### src/common/flash_if_pkg.sv
// Shared constants, types and decode helpers for the flash interface logic.
package flash_if_pkg;

	localparam int unsigned CLK_MHZ = 100;
	localparam int unsigned POWER_UP_WRITE_DELAY_US = 1000;

	localparam int unsigned CNT_W = 6;
	localparam int unsigned INSTR_BITS = 8;
	localparam int unsigned ADDR_BITS = 24;
	localparam int unsigned MODE_BITS = 8;
	localparam int unsigned BYTE_BITS = 8;
	localparam int unsigned DUAL_EDGES = (ADDR_BITS + MODE_BITS) / 2;
	localparam int unsigned QUAD_EDGES = (ADDR_BITS + MODE_BITS) / 4;
	localparam logic [CNT_W-1:0] INSTR_END = CNT_W'(INSTR_BITS - 1);
	localparam logic [CNT_W-1:0] ADDR_END = CNT_W'(ADDR_BITS - 1);
	localparam logic [CNT_W-1:0] BYTE_END = CNT_W'(BYTE_BITS - 1);
	localparam logic [CNT_W-1:0] DUAL_END = CNT_W'(DUAL_EDGES - 1);
	localparam logic [CNT_W-1:0] QUAD_END = CNT_W'(QUAD_EDGES - 1);

	localparam logic [3:0] OE_OFF = 4'hf;
	localparam logic [3:0] LANES_SINGLE = 4'h2;
	localparam logic [3:0] LANES_DUAL = 4'h3;
	localparam logic [3:0] LANES_QUAD = 4'hf;
	localparam logic [5:0] PIN_RESET = 6'h3f;

	localparam logic [7:0] OP_WSR = 8'h01;
	localparam logic [7:0] OP_PROGRAM = 8'h02;
	localparam logic [7:0] OP_READ = 8'h03;
	localparam logic [7:0] OP_WREN = 8'h06;
	localparam logic [7:0] OP_FAST = 8'h0b;
	localparam logic [7:0] OP_ERASE = 8'h20;
	localparam logic [7:0] OP_DUAL_OUT = 8'h3b;
	localparam logic [7:0] OP_QUAD_OUT = 8'h6b;
	localparam logic [7:0] OP_DUAL_IO = 8'hbb;
	localparam logic [7:0] OP_QUAD_IO = 8'heb;

	typedef enum logic [10:0] {
		ST_STANDBY = 11'h001,
		ST_INSTR = 11'h002,
		ST_SIN = 11'h004,
		ST_SLAT = 11'h008,
		ST_SOUT = 11'h010,
		ST_DIN = 11'h020,
		ST_DLAT = 11'h040,
		ST_DOUT = 11'h080,
		ST_QIN = 11'h100,
		ST_QLAT = 11'h200,
		ST_QOUT = 11'h400
	} state_type;

	typedef enum logic [3:0] {
		FMT_NONE, FMT_READ, FMT_FAST, FMT_DUAL_OUT, FMT_QUAD_OUT,
		FMT_DUAL_IO, FMT_QUAD_IO, FMT_PROGRAM, FMT_WSR
	} fmt_type;

	function automatic fmt_type decode_op(input logic [7:0] op);
		case (op)
			OP_READ: decode_op = FMT_READ;
			OP_FAST: decode_op = FMT_FAST;
			OP_DUAL_OUT: decode_op = FMT_DUAL_OUT;
			OP_QUAD_OUT: decode_op = FMT_QUAD_OUT;
			OP_DUAL_IO: decode_op = FMT_DUAL_IO;
			OP_QUAD_IO: decode_op = FMT_QUAD_IO;
			OP_PROGRAM: decode_op = FMT_PROGRAM;
			OP_WSR: decode_op = FMT_WSR;
			default: decode_op = FMT_NONE;
		endcase
	endfunction

	function automatic logic is_write_op(input logic [7:0] op);
		is_write_op = (op == OP_WSR) || (op == OP_PROGRAM) ||
			(op == OP_WREN) || (op == OP_ERASE);
	endfunction

	function automatic logic is_quad_fmt(input fmt_type fmt);
		is_quad_fmt = (fmt == FMT_QUAD_OUT) || (fmt == FMT_QUAD_IO);
	endfunction

endpackage

### src/rtl/flash_if_core.sv
// Interface state sequencing for a multi-I/O serial flash port.
// Summary of operation
// Chip select high means standby; falling chip select starts instruction.
// Instruction is eight bits, MSB first, one per rising clock edge.
// Write-protect is sampled only during a status-write instruction.
// Instruction selects address space, transfer format and next state.
// Host raises chip select after bit eight of a lone instruction.
// Without quad enable, IO3 acts as an active-low pause input.
// Pause with chip select low freezes progress despite clock toggling.
// During pause IO0/IO1 inputs are ignored and outputs float.
// Leaving pause resumes the exact state held before it.
// Single input cycles use only serial input; serial output floats.
// After single input: more input, single latency, or any output.
// Latency cycles ignore data lines and drive nothing.
// Host releases I/O lines by the end of the last latency cycle.
// Single output drives serial output until chip select rises.
// Dual I/O address and mode arrive two bits per clock.
// Dual I/O goes to dual latency if needed, else dual output.
// Write commands are rejected until the power-up write delay ends.
// In dual and quad groups the lowest bit sits on IO0.
// Quad enable disables pause and write-protect, permits quad reads.
// Quad read latency comes from the four-bit latency field.
// Chip select rising aborts, clears counters, returns to standby.
// Drivers are enabled only on lines an output state assigns.
`timescale 1ns/1ps
module flash_if_core
	import flash_if_pkg::*;
#(
	parameter int unsigned PUW_CYCLES = POWER_UP_WRITE_DELAY_US * CLK_MHZ,
	parameter int unsigned SINGLE_LATENCY = 8,
	parameter int unsigned DUAL_IO_LATENCY = 0,
	parameter int unsigned FIFO_DEPTH = 32
) (
	// Clock, reset and clock enable.
	input wire logic sys_clk,
	input wire logic resetn,
	input wire logic clk_en,
	// Flash port pins.
	input wire logic cs_n_pin,
	input wire logic sck_pin,
	input wire logic [3:0] io_in,
	output logic [3:0] io_out,
	output logic [3:0] io_oe_n,
	// Status register fields.
	input wire logic quad_enable_bit,
	input wire logic [3:0] quad_latency_field,
	// Read data source.
	input wire logic [7:0] rd_data,
	input wire logic rd_valid,
	output logic rd_ready,
	// Decoded command results.
	output logic [7:0] cmd_code,
	output logic cmd_strobe,
	output logic cmd_reject,
	output logic [23:0] addr,
	output logic addr_strobe,
	output logic [7:0] mode_bits,
	output logic [7:0] wr_byte,
	output logic wr_strobe,
	output logic wsr_protect,
	output logic write_ready,
	output logic paused
);

	localparam int unsigned PUW_W = $clog2(PUW_CYCLES + 1);

	logic [5:0] pin_s;
	logic cs_s;
	logic sck_s;
	logic [3:0] io_s;
	logic sck_prev_ff;
	logic cs_prev_ff;
	logic hold_now;
	logic rise;
	logic fall;
	logic cs_fall;
	state_type state_ff;
	state_type nxt_state;
	fmt_type fmt_ff;
	fmt_type nxt_fmt;
	fmt_type fmt_now;
	logic [CNT_W-1:0] bit_cnt_ff;
	logic [CNT_W-1:0] nxt_cnt;
	logic data_phase_ff;
	logic nxt_phase;
	logic [31:0] in_sr_ff;
	logic [31:0] nxt_sr;
	logic [7:0] op_now;
	logic reject_now;
	logic instr_done;
	logic wsr_done;
	logic addr_done;
	logic byte_done;
	logic [PUW_W-1:0] pu_cnt_ff;
	logic write_ready_ff;
	logic [7:0] cmd_code_ff;
	logic cmd_strobe_ff;
	logic cmd_reject_ff;
	logic [23:0] addr_ff;
	logic addr_strobe_ff;
	logic [7:0] mode_bits_ff;
	logic [7:0] wr_byte_ff;
	logic wr_strobe_ff;
	logic wsr_protect_ff;
	logic paused_ff;
	logic [3:0] io_out_ff;
	logic [3:0] io_oe_n_ff;
	logic [7:0] out_sr_ff;
	logic [2:0] out_left_ff;
	logic out_started_ff;
	logic [7:0] cur_byte;
	logic [7:0] fifo_data;
	logic fifo_valid;
	logic fifo_pop;

	function automatic logic is_out(input state_type st);
		is_out = (st == ST_SOUT) || (st == ST_DOUT) || (st == ST_QOUT);
	endfunction

	function automatic logic [3:0] lane_mask(input state_type st);
		case (st)
			ST_SOUT: lane_mask = LANES_SINGLE;
			ST_DOUT: lane_mask = LANES_DUAL;
			ST_QOUT: lane_mask = LANES_QUAD;
			default: lane_mask = 4'h0;
		endcase
	endfunction

	function automatic logic [CNT_W-1:0] lat_cycles(input fmt_type fmt);
		case (fmt)
			FMT_FAST, FMT_DUAL_OUT: lat_cycles = CNT_W'(SINGLE_LATENCY);
			FMT_DUAL_IO: lat_cycles = CNT_W'(DUAL_IO_LATENCY);
			FMT_QUAD_OUT, FMT_QUAD_IO: lat_cycles = {2'b00, quad_latency_field};
			default: lat_cycles = '0;
		endcase
	endfunction

	function automatic state_type out_state(input fmt_type fmt);
		case (fmt)
			FMT_DUAL_OUT, FMT_DUAL_IO: out_state = ST_DOUT;
			FMT_QUAD_OUT, FMT_QUAD_IO: out_state = ST_QOUT;
			default: out_state = ST_SOUT;
		endcase
	endfunction

	function automatic state_type after_addr(input fmt_type fmt);
		if (lat_cycles(fmt) == '0) begin
			after_addr = out_state(fmt);
		end else if (fmt == FMT_DUAL_IO) begin
			after_addr = ST_DLAT;
		end else if (fmt == FMT_QUAD_IO) begin
			after_addr = ST_QLAT;
		end else begin
			after_addr = ST_SLAT;
		end
	endfunction

	function automatic state_type after_instr(input fmt_type fmt);
		case (fmt)
			FMT_NONE: after_instr = ST_STANDBY;
			FMT_DUAL_IO: after_instr = ST_DIN;
			FMT_QUAD_IO: after_instr = ST_QIN;
			default: after_instr = ST_SIN;
		endcase
	endfunction

	flash_if_sync #(
		.WIDTH(6),
		.RESET_VAL(PIN_RESET)
	) u_sync (
		.sys_clk(sys_clk),
		.resetn(resetn),
		.clk_en(clk_en),
		.d({cs_n_pin, sck_pin, io_in}),
		.q(pin_s)
	);

	flash_if_fifo #(
		.WIDTH(8),
		.DEPTH(FIFO_DEPTH)
	) u_fifo (
		.sys_clk(sys_clk),
		.resetn(resetn),
		.clk_en(clk_en),
		.in_data(rd_data),
		.in_valid(rd_valid),
		.in_ready(rd_ready),
		.out_data(fifo_data),
		.out_valid(fifo_valid),
		.out_ready(fifo_pop)
	);

	assign cs_s = pin_s[5];
	assign sck_s = pin_s[4];
	assign io_s = pin_s[3:0];

	always_ff @(posedge sys_clk or negedge resetn) begin
		if (!resetn) begin
			sck_prev_ff <= 1'b1;
			cs_prev_ff <= 1'b1;
		end else if (clk_en) begin
			sck_prev_ff <= sck_s;
			cs_prev_ff <= cs_s;
		end
	end

	// Pause is recognised only when quad mode leaves IO3 as an input.
	assign hold_now = !quad_enable_bit && !io_s[3] && !cs_s &&
		(state_ff != ST_STANDBY); // see R06
	// Clock edges are discarded while paused, as if the clock had stopped.
	assign rise = clk_en && sck_s && !sck_prev_ff && !cs_s &&
		!hold_now;
	assign fall = clk_en && !sck_s && sck_prev_ff && !cs_s && !hold_now;
	assign cs_fall = clk_en && cs_prev_ff && !cs_s;

	assign op_now = {in_sr_ff[6:0], io_s[0]};
	assign fmt_now = decode_op(op_now);
	assign reject_now = (is_write_op(op_now) && !write_ready_ff) ||
		(is_quad_fmt(fmt_now) && !quad_enable_bit); // see R17
	assign instr_done = rise && (state_ff == ST_INSTR) &&
		(bit_cnt_ff == INSTR_END);
	assign wsr_done = instr_done && (fmt_now == FMT_WSR) && !reject_now;
	assign addr_done = rise && (((state_ff == ST_SIN) && !data_phase_ff &&
		(bit_cnt_ff == ADDR_END)) ||
		((state_ff == ST_DIN) && (bit_cnt_ff == DUAL_END)) ||
		((state_ff == ST_QIN) && (bit_cnt_ff == QUAD_END)));
	assign byte_done = rise && (state_ff == ST_SIN) && data_phase_ff &&
		(bit_cnt_ff == BYTE_END);

	// Higher-numbered lines carry the more significant bits of a group.
	always_comb begin
		unique case (state_ff)
			ST_DIN: nxt_sr = {in_sr_ff[29:0], io_s[1:0]}; // see R15
			ST_QIN: nxt_sr = {in_sr_ff[27:0], io_s};
			default: nxt_sr = {in_sr_ff[30:0], io_s[0]};
		endcase
	end

	always_comb begin
		nxt_state = state_ff;
		nxt_cnt = bit_cnt_ff + CNT_W'(1);
		nxt_fmt = fmt_ff;
		nxt_phase = data_phase_ff;
		unique case (state_ff)
			ST_STANDBY: nxt_cnt = bit_cnt_ff;
			ST_INSTR: begin
				if (bit_cnt_ff == INSTR_END) begin
					nxt_cnt = '0;
					nxt_fmt = reject_now ? FMT_NONE : fmt_now;
					nxt_phase = (fmt_now == FMT_WSR);
					// A lone instruction waits in standby for chip select.
					nxt_state = after_instr(nxt_fmt); // see R04
				end
			end
			ST_SIN: begin
				if (data_phase_ff) begin
					if (bit_cnt_ff == BYTE_END) begin
						nxt_cnt = '0;
					end
				end else if (bit_cnt_ff == ADDR_END) begin
					nxt_cnt = '0;
					if (fmt_ff == FMT_PROGRAM) begin
						nxt_phase = 1'b1;
					end else begin
						nxt_state = after_addr(fmt_ff);
					end
				end
			end
			ST_DIN: begin
				if (bit_cnt_ff == DUAL_END) begin
					nxt_cnt = '0;
					nxt_state = after_addr(fmt_ff);
				end
			end
			ST_QIN: begin
				if (bit_cnt_ff == QUAD_END) begin
					nxt_cnt = '0;
					nxt_state = after_addr(fmt_ff);
				end
			end
			// Latency cycles only count clocks; data lines are not read.
			ST_SLAT, ST_DLAT, ST_QLAT: begin
				if (bit_cnt_ff == lat_cycles(fmt_ff) - CNT_W'(1)) begin
					nxt_cnt = '0;
					nxt_state = out_state(fmt_ff); // see R12
				end
			end
			ST_SOUT, ST_DOUT, ST_QOUT: nxt_cnt = bit_cnt_ff;
		endcase
	end

	// Without a qualifying edge the state simply holds, so a pause resumes.
	always_ff @(posedge sys_clk or negedge resetn) begin
		if (!resetn) begin
			state_ff <= ST_STANDBY;
			fmt_ff <= FMT_NONE;
			bit_cnt_ff <= '0;
			data_phase_ff <= 1'b0;
			in_sr_ff <= '0;
		end else if (clk_en) begin
			if (cs_s) begin
				state_ff <= ST_STANDBY; // see R01
				bit_cnt_ff <= '0;
				data_phase_ff <= 1'b0;
			end else if (cs_fall) begin
				state_ff <= ST_INSTR;
				bit_cnt_ff <= '0;
				data_phase_ff <= 1'b0;
			end else if (rise) begin
				state_ff <= nxt_state;
				fmt_ff <= nxt_fmt;
				bit_cnt_ff <= nxt_cnt;
				data_phase_ff <= nxt_phase;
				in_sr_ff <= nxt_sr;
			end
		end
	end

	always_ff @(posedge sys_clk or negedge resetn) begin
		if (!resetn) begin
			pu_cnt_ff <= '0;
			write_ready_ff <= 1'b0;
		end else if (clk_en && !write_ready_ff) begin
			pu_cnt_ff <= pu_cnt_ff + PUW_W'(1);
			if (pu_cnt_ff == PUW_W'(PUW_CYCLES - 1)) begin
				write_ready_ff <= 1'b1;
			end
		end
	end

	always_ff @(posedge sys_clk or negedge resetn) begin
		if (!resetn) begin
			cmd_code_ff <= '0;
			cmd_strobe_ff <= 1'b0;
			cmd_reject_ff <= 1'b0;
			wsr_protect_ff <= 1'b0;
		end else if (clk_en) begin
			cmd_strobe_ff <= instr_done && !reject_now;
			cmd_reject_ff <= instr_done && reject_now;
			if (instr_done) begin
				cmd_code_ff <= op_now;
			end
			if (wsr_done) begin
				wsr_protect_ff <= !quad_enable_bit && !io_s[2];
			end
		end
	end

	always_ff @(posedge sys_clk or negedge resetn) begin
		if (!resetn) begin
			addr_ff <= '0;
			mode_bits_ff <= '0;
			addr_strobe_ff <= 1'b0;
			wr_byte_ff <= '0;
			wr_strobe_ff <= 1'b0;
			paused_ff <= 1'b0;
		end else if (clk_en) begin
			addr_strobe_ff <= addr_done;
			wr_strobe_ff <= byte_done;
			paused_ff <= hold_now;
			if (addr_done && (state_ff == ST_SIN)) begin
				addr_ff <= nxt_sr[23:0];
			end else if (addr_done) begin
				addr_ff <= nxt_sr[31:8];
				mode_bits_ff <= nxt_sr[7:0];
			end
			if (byte_done) begin
				wr_byte_ff <= nxt_sr[7:0];
			end
		end
	end

	// A byte starts from the FIFO; an empty FIFO sends zeros.
	assign cur_byte = (out_left_ff != '0) ? out_sr_ff :
		(fifo_valid ? fifo_data : 8'h00);
	assign fifo_pop = fall && is_out(state_ff) && (out_left_ff == '0) &&
		fifo_valid;

	always_ff @(posedge sys_clk or negedge resetn) begin
		if (!resetn) begin
			io_out_ff <= 4'h0;
			io_oe_n_ff <= OE_OFF;
			out_sr_ff <= '0;
			out_left_ff <= '0;
			out_started_ff <= 1'b0;
		end else if (clk_en) begin
			if (!is_out(state_ff) || cs_s) begin
				io_oe_n_ff <= OE_OFF; // see R12
				out_left_ff <= '0;
				out_started_ff <= 1'b0;
			end else if (hold_now) begin
				io_oe_n_ff <= OE_OFF;
			end else if (fall) begin
				io_oe_n_ff <= ~lane_mask(state_ff);
				out_started_ff <= 1'b1;
				unique case (state_ff)
					ST_DOUT: begin
						io_out_ff <= {2'b00, cur_byte[7:6]};
						out_sr_ff <= {cur_byte[5:0], 2'b00};
						out_left_ff <= (out_left_ff == '0) ? 3'h3 : out_left_ff - 3'h1;
					end
					ST_QOUT: begin
						io_out_ff <= cur_byte[7:4];
						out_sr_ff <= {cur_byte[3:0], 4'h0};
						out_left_ff <= (out_left_ff == '0) ? 3'h1 : out_left_ff - 3'h1;
					end
					default: begin
						io_out_ff <= {2'b00, cur_byte[7], 1'b0};
						out_sr_ff <= {cur_byte[6:0], 1'b0};
						out_left_ff <= (out_left_ff == '0) ? 3'h7 : out_left_ff - 3'h1;
					end
				endcase
			end else if (out_started_ff) begin
				io_oe_n_ff <= ~lane_mask(state_ff);
			end
		end
	end

	assign io_out = io_out_ff;
	assign io_oe_n = io_oe_n_ff;
	assign cmd_code = cmd_code_ff;
	assign cmd_strobe = cmd_strobe_ff;
	assign cmd_reject = cmd_reject_ff;
	assign addr = addr_ff;
	assign addr_strobe = addr_strobe_ff;
	assign mode_bits = mode_bits_ff;
	assign wr_byte = wr_byte_ff;
	assign wr_strobe = wr_strobe_ff;
	assign wsr_protect = wsr_protect_ff;
	assign write_ready = write_ready_ff;
	assign paused = paused_ff;
endmodule // flash_if_core

### src/rtl/flash_if_sync.sv
// Two-flop synchroniser for the pins of the flash port.
`timescale 1ns/1ps
module flash_if_sync #(
	parameter int unsigned WIDTH = 6,
	parameter logic [WIDTH-1:0] RESET_VAL = '1
) (
	// Clock, reset and enable.
	input wire logic sys_clk,
	input wire logic resetn,
	input wire logic clk_en,
	// Pin levels in and out.
	input wire logic [WIDTH-1:0] d,
	output logic [WIDTH-1:0] q
);

	logic [WIDTH-1:0] meta_ff;
	logic [WIDTH-1:0] sync_ff;

	always_ff @(posedge sys_clk or negedge resetn) begin
		if (!resetn) begin
			meta_ff <= RESET_VAL;
			sync_ff <= RESET_VAL;
		end else if (clk_en) begin
			meta_ff <= d;
			sync_ff <= meta_ff;
		end
	end

	assign q = sync_ff;

endmodule // flash_if_sync

### src/rtl/flash_if_fifo.sv
// Flip-flop FIFO that buffers read data in front of the output shifter.
`timescale 1ns/1ps
module flash_if_fifo #(
	parameter int unsigned WIDTH = 8,
	parameter int unsigned DEPTH = 32
) (
	// Clock, reset and enable.
	input wire logic sys_clk,
	input wire logic resetn,
	input wire logic clk_en,
	// Filling side.
	input wire logic [WIDTH-1:0] in_data,
	input wire logic in_valid,
	output logic in_ready,
	// Draining side.
	output logic [WIDTH-1:0] out_data,
	output logic out_valid,
	input wire logic out_ready
);

	localparam int unsigned AW = (DEPTH > 1) ? $clog2(DEPTH) : 1;

	logic [WIDTH-1:0] mem_ff [DEPTH];
	logic [AW-1:0] wr_ptr_ff;
	logic [AW-1:0] rd_ptr_ff;
	logic [AW:0] count_ff;
	logic [AW:0] nxt_count;
	logic in_ready_ff;
	logic push;
	logic pop;

	function automatic logic [AW-1:0] bump(input logic [AW-1:0] ptr);
		bump = (ptr == AW'(DEPTH - 1)) ? '0 : ptr + AW'(1);
	endfunction

	assign push = clk_en && in_valid && in_ready_ff;
	assign pop = clk_en && out_ready && out_valid;
	assign out_valid = (count_ff != '0);
	assign out_data = mem_ff[rd_ptr_ff];
	assign in_ready = in_ready_ff;
	assign nxt_count = count_ff + (AW+1)'(push) - (AW+1)'(pop);

	always_ff @(posedge sys_clk) begin
		if (push) begin
			mem_ff[wr_ptr_ff] <= in_data;
		end
	end

	always_ff @(posedge sys_clk or negedge resetn) begin
		if (!resetn) begin
			wr_ptr_ff <= '0;
			rd_ptr_ff <= '0;
			count_ff <= '0;
			in_ready_ff <= 1'b1;
		end else begin
			if (push) begin
				wr_ptr_ff <= bump(wr_ptr_ff);
			end
			if (pop) begin
				rd_ptr_ff <= bump(rd_ptr_ff);
			end
			count_ff <= nxt_count;
			in_ready_ff <= (nxt_count != (AW+1)'(DEPTH));
		end
	end

endmodule // flash_if_fifo

### config.mk
export PLATFORM = sky130hd
export DESIGN_NAME = flash_if_core
export DESIGN_NICKNAME = d
export VERILOG_FILES = /design/src/common/flash_if_pkg.sv /design/src/rtl/flash_if_core.sv /design/src/rtl/flash_if_sync.sv /design/src/rtl/flash_if_fifo.sv
export SDC_FILE = /design/constraint.sdc
export NUM_CORES = 1
export LEC_CHECK = 0
export BUFFER_PORTS_ARGS = -buffer_cell sky130_fd_sc_hd__buf_2
export CORE_ASPECT_RATIO = 1.5
export CORE_MARGIN = 5
export CORE_UTILIZATION = 55
export DETAILED_ROUTE_END_ITERATION = 16
export PLACE_DENSITY = 0.76
export SYNTH_ARGS = -nofsm -noshare
export SYNTH_HDL_FRONTEND = slang
export SYNTH_SLANG_ARGS = --single-unit
### constraint.sdc
create_clock -name sys_clk -period 7.5 [get_ports sys_clk]
set_input_delay 0.375 -clock sys_clk [delete_from_list [all_inputs] [get_ports sys_clk]]
set_output_delay 0.375 -clock sys_clk [all_outputs]
set_load 0.01 [all_outputs]
==> metrics <==
CTS clk-pin slew, worst paths=0.06 ns; via count=roughly 12,000; Final Setup Violations=0; Final Non-Filler Cells=about 1,900; TritonCTS buffer count=40; startpoint class of the critical path=flip-flop; Clock power frac=0.345; FP Rows=83; Final Cycle Share=0.488; Peak Freq=about 270 MHz; Diodes inserted=0; post-synthesis sequential area ratio=0.631; Seq cells post-synth=430; Core ar.=34,300 sq um; I/O pin count=just under 90; synthesized area per cell=13.7 sq um; main area contributors after synthesis=edfxtp_1, dfrtp_1, mux4_2; HPWL after detailed placement=30,200 um; via count of the first global-routing pass=12,000; CP max stage delay=0.90 ns; worst-margin pin slew=0.976 ns; CP Buf/Inv Count=1; port buffer count=86; Sw Share=0.276; Top delay family on crit path=multiplexers; Vert. Die Dim=238 um; final hold vios=0; most frequent cells in the layout=edfxtp_1, dfrtp_1, nand2_1; P_leak=7.93 nW; CTS tree=done; cts repair resizes=0; CP Data Required Time=7.88 ns; Mapped Cells=1,396; cell accounting for the most synthesized area=edfxtp_1; Final ANT Viol Nets=0; Tot GR Track Use=0.231; Max IR drop VDD=208 uV; Internal=0.00412 W; most common cell after layout, fill and taps aside=edfxtp_1; Worst path most repeated cell=mux4_2; initial antenna violation count=3; Pwr Density=270 nW/um^2; Remaining Overflow, GRT=0; CP Capture Type=flip-flop; CTS Buffer Depth=3; largest net degree at the start of global routing=100; area share of the largest cell type after synthesis=0.402; Gate power share=0.138; relative slew slack=0.348; Post-Syn Area=19,100 sq um; FFs w/ async S/R, synth=0.405; DRT Wirelength=44,400 um; library cells used by synthesis=91; Hold WC Path Type=input pin to flip-flop; Final TNS setup=0 ns; Crit-path slowest cell=dfrtp_4; Switch Pwr=0.00157 W; status=finished clean; worst clock skew=~0.020 ns; crit path max fanout=38; crit path time final=3.66 ns; kind of critical path=flip-flop to flip-flop; Yosys warnings=0; Clock Sinks=430; via-per-instance ratio=about 6.3; Primary FF master, synth=edfxtp_1; initial core utilization=0.558; drt first pass iters=5; first-pass GRT wire length=approximately 69,000 um; nets=~1,500; layout cells sized above 1=0.210; Total Die Area=38,700 sq um; htree depth=2; Clk Latency, worst-skew pair=0.54 ns; Die Wd=162 um; P&R area growth vs syn=10.4%; Root Buffer=clkbuf_16; GP Congestion=0.883; max_cap viols=0; sequential share of power=0.517; # DRC=0; WP data arrival=4.05 ns; CP Cell Sequence=buf_4, mux4_2, mux4_2, or2_0, a32oi_1, nor2_1, a21oi_1, o221ai_1; Post-synth EDFFs=256; Iter 0 DRT Violations=1,012; RSZ-0062 raised after global routing=false; dpl cells=1,841; Syn Nets=1,440; final slew viol count=0; WL per Instance=23.2 um
==> registers in the layout, indices dropped and copies added (netlist names), 3 cells and up <==
signal	cells
u_fifo.mem_ff	256
in_sr_ff	31
addr	24
pu_cnt_ff	17
state_ff	11
cmd_code	8
mode_bits	8
wr_byte	8
out_sr_ff	7
bit_cnt_ff	6
u_fifo.count_ff	6
u_sync.meta_ff	6
u_sync.q	6
u_fifo.rd_ptr_ff	5
u_fifo.wr_ptr_ff	5
fmt_ff	4
io_out	4
io_oe_n	3
out_left_ff	3
==> layer usage <==
| layer | part of all wire | track usage | routed length [um] | vias up |
|---|---|---|---|---|
| met3 | 0.046 | 0.0321 | 2060 | 118 |
| li1 | - | - | - | 5414 |
| met5 | 0 | 0 | 0 | - |
| met2 | 0.54 | 0.424 | 24200 | 459 |
| met4 | 0.049 | 0.100 | 2160 | 0 |
| met1 | 0.36 | 0.268 | 16000 | 5988 |
==> cell usage after synthesis, types with 12 or more instances <==
library cell,instances
a21oi_1,80
a22o_1,31
and3_1,15
buf_2,21
clkbuf_1,41
dfrtp_1,155
dfstp_2,19
edfxtp_1,256
ha_1,20
inv_1,27
mux2_2,39
mux2i_1,16
mux4_2,72
nand2_1,131
nand3_1,31
nor2_1,109
nor3_1,16
o21ai_0,33
o21ai_1,48
xnor2_1,17
xor2_1,12
==> timing repair <==
action                                  CTS  global route
endpoints found under the setup margin    0             0
endpoints found under the hold margin    98             0
buffers inserted                          0             0
hold buffers                              1             0
==> worst paths after layout <==
| path | startpoint | to | slack (ns) | depth (start not counted) |
|---|---|---|---|---|
| setup / recovery | u_fifo.rd_ptr_ff[0] | out_sr_ff[7] | 3.84 | 8 |
| hold / removal | io_in[3] | u_sync.meta_ff[3] | 0.08 | 2 |
| setup reg to reg | u_fifo.rd_ptr_ff[0] | out_sr_ff[7] | 3.84 | 8 |
| hold reg to reg | addr[9] | addr[9] | 0.48 | 2 |
| max in group asynchronous | resetn | u_fifo.rd_ptr_ff[0] | 5.45 | 3 |
| min in group asynchronous | resetn | bit_cnt_ff[4] | 0.47 | 2 |
==> cell families after synthesis <==
kind of cell	share of synthesized area
buf+inv	0.0230
mux	0.118
xor+xnor	0.0133
flops	0.631
fa+ha+maj	0.0141
compound gates	0.0941
simple gates	0.106
==> power by group through the flow <==
stage                     combinational (W)  sequential, W  clock [W]
final                              0.000788        0.00294    0.00196
after CTS                          0.000788        0.00293    0.00199
after floorplan                    0.000600        0.00287          0
after global placement             0.000750        0.00297          0
after global routing               0.000880        0.00296    0.00208
after detailed placement           0.000780        0.00298          0
==> layout make-up <==
cell class,instances,area [sq um]
Fill cell,2531,13200
Sequential cell,430,12100
Multi-Input combinational cell,861,6610
Clock buffer,54,1110
Tap cell,425,532
Timing Repair Buffer,97,522
Clock inverter,18,150
Inverter,29,109
==> metrics by stage <==
| stage | hold slack, ns | util | instance area (sq um) | worst slack (ns) | power (W) |
|---|---|---|---|---|---|
| 6_report | 0.0775 | 0.616 | 21100 | 3.84 | 0.00569 |
| 5_1_grt | 0.0712 | 0.616 | 21100 | 3.56 | 0.00592 |
| 4_1_cts | 0.0619 | 0.616 | 21100 | 3.77 | 0.00571 |
| 3_5_place_dp | 0.463 | 0.579 | 19800 | 3.48 | 0.00376 |
| 3_3_place_gp | 0.456 | 0.579 | 19800 | 3.70 | 0.00372 |
| 2_1_floorplan | 0.0794 | - | 19100 | 4.45 | 0.00347 |
No activity file was read; power rests on OpenSTA's default activity.
